`config.mk`:
```
export PLATFORM = sky130hd
export DESIGN_NAME = fsr_status_read
export DESIGN_NICKNAME = d
export VERILOG_FILES = /design/src/fsr_pkg.sv /design/src/fsr_status_read.sv
export SDC_FILE = /design/constraint.sdc
export NUM_CORES = 1
export LEC_CHECK = 0
export BUFFER_PORTS_ARGS = -buffer_cell sky130_fd_sc_hd__buf_4
export CAP_MARGIN = 20
export CORE_UTILIZATION = 42
export CTS_BUF_LIST = sky130_fd_sc_hd__clkbuf_8
export DETAILED_ROUTE_END_ITERATION = 6
export SLEW_MARGIN = 20
export SYNTH_ARGS = -nofsm -noshare
export SYNTH_HDL_FRONTEND = slang
export SYNTH_SLANG_ARGS = --single-unit
export TNS_END_PERCENT = 20
```
`constraint.sdc`:
```
create_clock -name clk_i -period 2.9 [get_ports clk_i]
set_input_delay 0.145 -clock clk_i [delete_from_list [all_inputs] [get_ports clk_i]]
set_output_delay 0.145 -clock clk_i [all_outputs]
set_load 0.02 [all_outputs]
```
`src/fsr_pkg.sv`:
```
`default_nettype none
package fsr_pkg;

	// Serial opcodes
	localparam logic [7:0] FSR_OP_STATUS_READ = 8'hd7;

	// Opcode length and status stream layout
	localparam logic [2:0] FSR_CMD_LAST_BIT = 3'h7;
	localparam logic [3:0] FSR_IDX_LOW_BYTE = 4'h0;
	localparam logic [3:0] FSR_IDX_HIGH_BYTE = 4'h8;
	localparam logic [3:0] FSR_IDX_LAST_BIT = 4'hf;

	// Capacity code; value is arbitrary
	localparam logic [3:0] FSR_CAPACITY_CODE = 4'h5;

	// Reset values
	localparam logic FSR_RST_MISMATCH = 1'b0;
	localparam logic FSR_RST_FAULT = 1'b0;
	localparam logic [7:0] FSR_RST_CMD = 8'h00;
	localparam logic [3:0] FSR_RST_CNT = 4'h0;

	// Field positions inside the high byte
	localparam int FSR_HI_FAULT_POS = 5;

	typedef enum logic [1:0] {
		FSR_ST_IDLE,
		FSR_ST_CMD,
		FSR_ST_STREAM,
		FSR_ST_IGNORE
	} fsr_state_type;

	typedef struct packed {
		logic ready;
		logic mismatch;
		logic [3:0] capacity;
		logic protect;
		logic page_binary;
	} fsr_stat_lo_type;

	typedef struct packed {
		logic ready;
		logic res6;
		logic write_erase_fault;
		logic res4;
		logic res3;
		logic [2:0] res2_0;
	} fsr_stat_hi_type;

endpackage
`default_nettype wire

```
`src/fsr_status_read.sv`:
```
// Overview of operation
// - Two-byte status is readable at any time except in sleep, even during program or erase.
// - Host selects and sends read opcode; device then drives status every clock.
// - After the second byte the low byte follows again while selected.
// - Status is sampled live per byte; ready appears in both bytes.
// - Deselect at any bit ends the read and floats the serial output.
// - Bit 7 of each byte is 0 while busy, 1 when ready.
// - Low byte bit 6 is last compare result: 0 match, 1 mismatch.
// - Low byte bits 5:2 hold a fixed read-only capacity code.
// - Low byte bit 1 is 1 when sector locking is enabled by any method.
// - Low byte bit 0 is 0 for 264-byte pages, 1 for 256-byte pages.
// - High byte bit 5 is 1 when the last erase or program failed.
// - Fault bit updates after every erase or program, never set on abort.
// - High byte bits 6, 4, 3 read 0; bits 2:0 reserved.
// - Compare result lands in low byte bit 6; busy shown while comparing.
// - In sleep the status read command is ignored.
`timescale 1ns/100ps
`default_nettype none
module fsr_status_read (
	// System
	input wire logic clk_i,
	input wire logic rst_i,
	// Serial pins
	input wire logic sck_i,
	input wire logic cs_n_i,
	input wire logic si_i,
	output logic so_o,
	output logic so_oe_o,
	// Core status
	input wire logic op_busy_i,
	input wire logic compare_start_i,
	input wire logic compare_done_i,
	input wire logic compare_mismatch_i,
	input wire logic protect_i,
	input wire logic page_binary_i,
	input wire logic wp_done_i,
	input wire logic wp_fail_i,
	input wire logic wp_abort_i,
	input wire logic sleep_i
);

	logic sck_s1_ff, sck_s2_ff, sck_d_ff;
	logic cs_s1_ff, cs_s2_ff;
	logic si_s1_ff, si_s2_ff;
	logic sck_rise, sck_fall;
	fsr_pkg::fsr_state_type state_ff;
	logic [7:0] cmd_ff;
	logic [7:0] nxt_cmd;
	logic [2:0] cmd_cnt_ff;
	logic [3:0] bit_idx_ff;
	logic [7:0] sh_ff;
	logic so_ff;
	logic mismatch_ff;
	logic compare_run_ff;
	logic fault_ff;
	logic ready_w;
	fsr_pkg::fsr_stat_lo_type stat_lo;
	fsr_pkg::fsr_stat_hi_type stat_hi;

	// Pins come from the host's domain
	always_ff @(posedge clk_i)
	begin
		if (rst_i)
		begin
			sck_s1_ff <= 1'b0;
			sck_s2_ff <= 1'b0;
			sck_d_ff <= 1'b0;
			cs_s1_ff <= 1'b1;
			cs_s2_ff <= 1'b1;
			si_s1_ff <= 1'b0;
			si_s2_ff <= 1'b0;
		end
		else
		begin
			sck_s1_ff <= sck_i;
			sck_s2_ff <= sck_s1_ff;
			sck_d_ff <= sck_s2_ff;
			cs_s1_ff <= cs_n_i;
			cs_s2_ff <= cs_s1_ff;
			si_s1_ff <= si_i;
			si_s2_ff <= si_s1_ff;
		end
	end

	assign sck_rise = sck_s2_ff & ~sck_d_ff & ~cs_s2_ff;
	assign sck_fall = ~sck_s2_ff & sck_d_ff & ~cs_s2_ff;
	assign nxt_cmd = {cmd_ff[6:0], si_s2_ff};

	// Compare in flight counts as busy
	always_ff @(posedge clk_i)
	begin
		if (rst_i)
			compare_run_ff <= 1'b0;
		else if (compare_done_i)
			compare_run_ff <= 1'b0;
		else if (compare_start_i)
			compare_run_ff <= 1'b1;
	end

	always_ff @(posedge clk_i)
	begin
		if (rst_i)
			mismatch_ff <= fsr_pkg::FSR_RST_MISMATCH;
		else if (compare_done_i)
			mismatch_ff <= compare_mismatch_i;
	end

	// Aborted operations leave the previous verdict in place
	always_ff @(posedge clk_i)
	begin
		if (rst_i)
			fault_ff <= fsr_pkg::FSR_RST_FAULT;
		else if (wp_done_i && !wp_abort_i)
			fault_ff <= wp_fail_i;
	end

	assign ready_w = ~(op_busy_i | compare_run_ff);

	always_comb
	begin
		stat_lo.ready = ready_w;
		stat_lo.mismatch = mismatch_ff;
		stat_lo.capacity = fsr_pkg::FSR_CAPACITY_CODE;
		stat_lo.protect = protect_i;
		stat_lo.page_binary = page_binary_i;
		stat_hi.ready = ready_w;
		stat_hi.res6 = 1'b0;
		stat_hi.write_erase_fault = fault_ff;
		stat_hi.res4 = 1'b0;
		stat_hi.res3 = 1'b0;
		stat_hi.res2_0 = 3'h0;
	end

	// Command phase and stream control
	always_ff @(posedge clk_i)
	begin
		if (rst_i)
		begin
			state_ff <= fsr_pkg::FSR_ST_IDLE;
			cmd_ff <= fsr_pkg::FSR_RST_CMD;
			cmd_cnt_ff <= 3'h0;
		end
		else if (cs_s2_ff)
		begin
			state_ff <= fsr_pkg::FSR_ST_IDLE;
			cmd_cnt_ff <= 3'h0;
		end
		else
		begin
			unique case (state_ff)
				fsr_pkg::FSR_ST_IDLE:
					state_ff <= fsr_pkg::FSR_ST_CMD;
				fsr_pkg::FSR_ST_CMD:
					if (sck_rise)
					begin
						cmd_ff <= nxt_cmd;
						cmd_cnt_ff <= cmd_cnt_ff + 3'h1;
						if (cmd_cnt_ff == fsr_pkg::FSR_CMD_LAST_BIT)
						begin
							// No busy gating: status stays readable mid-operation
							if (nxt_cmd == fsr_pkg::FSR_OP_STATUS_READ && !sleep_i)
								state_ff <= fsr_pkg::FSR_ST_STREAM;
							else
								state_ff <= fsr_pkg::FSR_ST_IGNORE;
						end
					end
				fsr_pkg::FSR_ST_STREAM:
					state_ff <= fsr_pkg::FSR_ST_STREAM;
				fsr_pkg::FSR_ST_IGNORE:
					state_ff <= fsr_pkg::FSR_ST_IGNORE;
			endcase
		end
	end

	// Output shifter; each byte reloads fresh status at its first bit
	always_ff @(posedge clk_i)
	begin
		if (rst_i)
		begin
			bit_idx_ff <= fsr_pkg::FSR_RST_CNT;
			sh_ff <= 8'h00;
			so_ff <= 1'b0;
		end
		else if (state_ff != fsr_pkg::FSR_ST_STREAM)
			bit_idx_ff <= fsr_pkg::FSR_RST_CNT;
		else if (sck_fall)
		begin
			bit_idx_ff <= bit_idx_ff + 4'h1;
			if (bit_idx_ff == fsr_pkg::FSR_IDX_LOW_BYTE)
			begin
				so_ff <= stat_lo.ready;
				sh_ff <= {stat_lo[6:0], 1'b0};
			end
			else if (bit_idx_ff == fsr_pkg::FSR_IDX_HIGH_BYTE)
			begin
				so_ff <= stat_hi.ready;
				sh_ff <= {stat_hi[6:0], 1'b0};
			end
			else
			begin
				so_ff <= sh_ff[7];
				sh_ff <= {sh_ff[6:0], 1'b0};
			end
		end
	end

	assign so_o = so_ff;
	assign so_oe_o = (state_ff == fsr_pkg::FSR_ST_STREAM);

	logic load_lo, load_hi;
	assign load_lo = sck_fall && state_ff == fsr_pkg::FSR_ST_STREAM && bit_idx_ff == fsr_pkg::FSR_IDX_LOW_BYTE;
	assign load_hi = sck_fall && state_ff == fsr_pkg::FSR_ST_STREAM && bit_idx_ff == fsr_pkg::FSR_IDX_HIGH_BYTE;
endmodule // fsr_status_read
`default_nettype wire

```
==> impl_metrics.env <==
export IMPL_average_size_of_a_mapped_cell_sq_um=9.74
export IMPL_timing_final_crit_share_pct=55.8
export IMPL_final_sum_of_negative_setup_slack_ns=0
export IMPL_cts_clk_slew_worst_paths_ns=0.06
export IMPL_synth_largest_area_cell="sky130_fd_sc_hd__dfxtp_1"
export IMPL_cp_arrival_ns=1.47
export IMPL_critPathTopFamily="buffers and inverters"
export IMPL_yosysTopAreaCellShare_pct=47.6
export IMPL_num_io_pins=17
export IMPL_fmaxAchievable_mhz=618
export IMPL_yosys_warnings=0
export IMPL_route_detailed_drc=0
export IMPL_route_detailed_wl_per_inst_um=12.4
export IMPL_grt_setup_unrepaired="false"
export IMPL_cp_cell_instances="nand2b_1, clkinv_1, buf_4"
export IMPL_drt_initial_drc_count=76
export IMPL_cts_buffers=5
export IMPL_track_usage_pct=17.4
export IMPL_cts_root_buf="sky130_fd_sc_hd__clkbuf_8"
export IMPL_tritoncts="yes"
export IMPL_floorplan_die_area_sq_um=3650
export IMPL_final_instance_count_excl_fill=209
export IMPL_outcome="finished, final reports clean"
export IMPL_worst_slew_slack_as_a_fraction_of_its_limit_pct=56.9
export IMPL_htree_levels=2
export IMPL_floorplan_initialDensity_pct=45.4
export IMPL_viasPerCell=5.22
export IMPL_cts_hold_buf=0
export IMPL_cts_root_to_sink_buffers=2
export IMPL_overflow=0
export IMPL_grt_pass1_wl_um=4510
export IMPL_total_nets_final=184
export IMPL_synth_async_sr_flop_share_pct=0
export IMPL_routability_congestion_estimate_from_global_placement=0.793
export IMPL_worst_clock_skew_ns=0.00371
export IMPL_postCtsSetupBuffers=0
export IMPL_synth_top_cells_by_count="sky130_fd_sc_hd__dfxtp_1 (34), sky130_fd_sc_hd__a21oi_1 (15), sky130_fd_sc_hd__mux2i_1 (13), sky130_fd_sc_hd__nand2b_1 (13), sky130_fd_sc_hd__nand2_1 (9)"
export IMPL_synth_edff_count=0
export IMPL_grt_antenna_before_repair=0
export IMPL_insertedDiodeCount=0
export IMPL_finalMaxSlewViolations=0
export IMPL_synth_seq_cells=34
export IMPL_grt_pass1_vias=1027
export IMPL_slew_of_the_pin_with_the_lowest_slew_margin_ns=0.643
export IMPL_io_port_bufs=16
export IMPL_mappedNetlistNets=166
export IMPL_power_density_cell_area_nw_per_um2=497
export IMPL_critPathMaxFanout=10
export IMPL_timing_setup_critical_path_class="flop to output pin"
export IMPL_setup_violations=0
export IMPL_p_leak_nw=0.589
export IMPL_mappedNetlistArea_sq_um=1430
export IMPL_synthesis_instances=147
export IMPL_worstPathRequired_ns=2.76
export IMPL_number_of_distinct_library_cell_variants_in_the_gate_level_netlist_after_synthesis=34
export IMPL_synth_seq_area_share_pct=47.6
export IMPL_cpMaxStageDelayCell="sky130_fd_sc_hd__dfxtp_1"
export IMPL_placed_area_sq_um=1580
export IMPL_setup_worst_path_end_class="output pin"
export IMPL_floorplan_die_height_um=60.4
export IMPL_cts_repair_resize_count=0
export IMPL_cp_slowest_stage_delay_ns=0.37
export IMPL_clock_sinks=34
export IMPL_post_synth_main_area_contributors="sky130_fd_sc_hd__dfxtp_1 (48%), sky130_fd_sc_hd__mux2i_1 (9.1%), sky130_fd_sc_hd__nand2b_1 (5.7%), sky130_fd_sc_hd__a21oi_1 (5.2%), sky130_fd_sc_hd__ha_1 (3.5%)"
export IMPL_maxCapViolations=0
export IMPL_synth_top_flop_cell="sky130_fd_sc_hd__dfxtp_1"
export IMPL_flow_area_growth_from_synthesis_pct=15.5
export IMPL_grt_start_max_net_pins=32
export IMPL_yosys_cell_count_top_type="sky130_fd_sc_hd__dfxtp_1"
export IMPL_worst_ir_drop_vdd_uv=299
export IMPL_route_vias_total=1090
export IMPL_drive_gt1_share_pct=16.4
export IMPL_crit_path_start_kind="flop"
export IMPL_final_antenna_net_count=0
export IMPL_first_pass_iters=4
export IMPL_report_final_hold_viol_count=0
export IMPL_min_delay_path_class="input port to flop"
export IMPL_critical_path_buf_inv_count=2
export IMPL_core_area_sq_um=3150
export IMPL_post_route_design_area_sq_um=1650
export IMPL_finalHoldWorstSlack_ns=0.0479
export IMPL_routed_wl_um=2590
export IMPL_period_minus_slack_ns=1.62
export IMPL_worst_skew_pair_late_latency_ns=0.27
export IMPL_power_total_mw=0.822
export IMPL_die_width_um=60.4
export IMPL_dp_cells=202
export IMPL_row_count=20
export IMPL_hpwl_um=1820
[sequential cells by signal (all words and copies together), names as in the netlist, 2 cells and up]
| name | flops |
|---|---|
| sh_ff | 7 |
| cmd_ff | 7 |
| bit_idx_ff | 4 |
| cmd_cnt_ff | 3 |
| state_ff | 2 |
[layer usage]
metal  track usage, %  routed length [um]
met5                0                   0
met2             27.5                1200
met3             5.76                  71
met1             21.2                1270
met4             8.97                  50
[logic make-up after synthesis]
kind of cell | share of synthesized area [%]
AOI/OAI and AO/OA | 12.3
adders and majority gates | 3.50
buffers and inverters | 3.15
DFF | 47.6
muxes | 9.09
and+or+nand+nor | 24.4
[per-stage QoR]
step / setup WS, ns / utilization [%]
after detailed placement: 1.29 / 50.0
after CTS: 1.28 / 52.4
after global placement: 1.38 / 50.0
after global routing: 1.12 / 52.4
after floorplan: 1.57 / -
final: 1.28 / 52.4
[layout by cell type (no fill, tap or decap), drive strengths merged]
cell type   n
or3b        1
o2111ai     2
o21ai       6
nor3        2
and3b       1
nor2        6
nand3b      2
a211oi      4
mux2i      13
nand2       9
inv         5
a31oi       1
clkbuf      5
clkinv      1
dfxtp      34
and4b       1
nor3b       2
nor4bb      2
nand4       2
or2         2
nand4b      1
a2111oi     1
a21oi      15
nand3       1
buf        16
or3         3
or4         1
a31o        1
nor2b       8
ha          4
nand2b     13
[path summary, 6_finish.rpt]
check | from | to | slack, ns | cells after the start
setup / recovery | state_ff[0] | so_oe_o | 1.28 | 3
hold / removal | compare_done_i | compare_run_ff | 0.05 | 2
setup reg to reg | sck_s2_ff | cmd_cnt_ff[1] | 1.30 | 3
hold reg to reg | cs_s1_ff | cs_s2_ff | 0.43 | 1
[final cells by class]
cell class                      count  area [sq um]
Fill cell                         302          1500
Multi-Input combinational cell    104           706
Sequential cell                    34           681
Timing Repair Buffer               16           120
Clock buffer                        5          68.8
Tap cell                           44          55.1
Inverter                            4          15.0
Clock inverter                      2          7.51
[power breakdown]
part / leakage [nW] / switching (mW) / internal [mW]
clock network: 0.0466 / 0.151 / 0.158
logic: 0.266 / 0.0130 / 0.0222
registers: 0.276 / 0.00402 / 0.474
No activity file was read; power rests on OpenSTA's default activity.
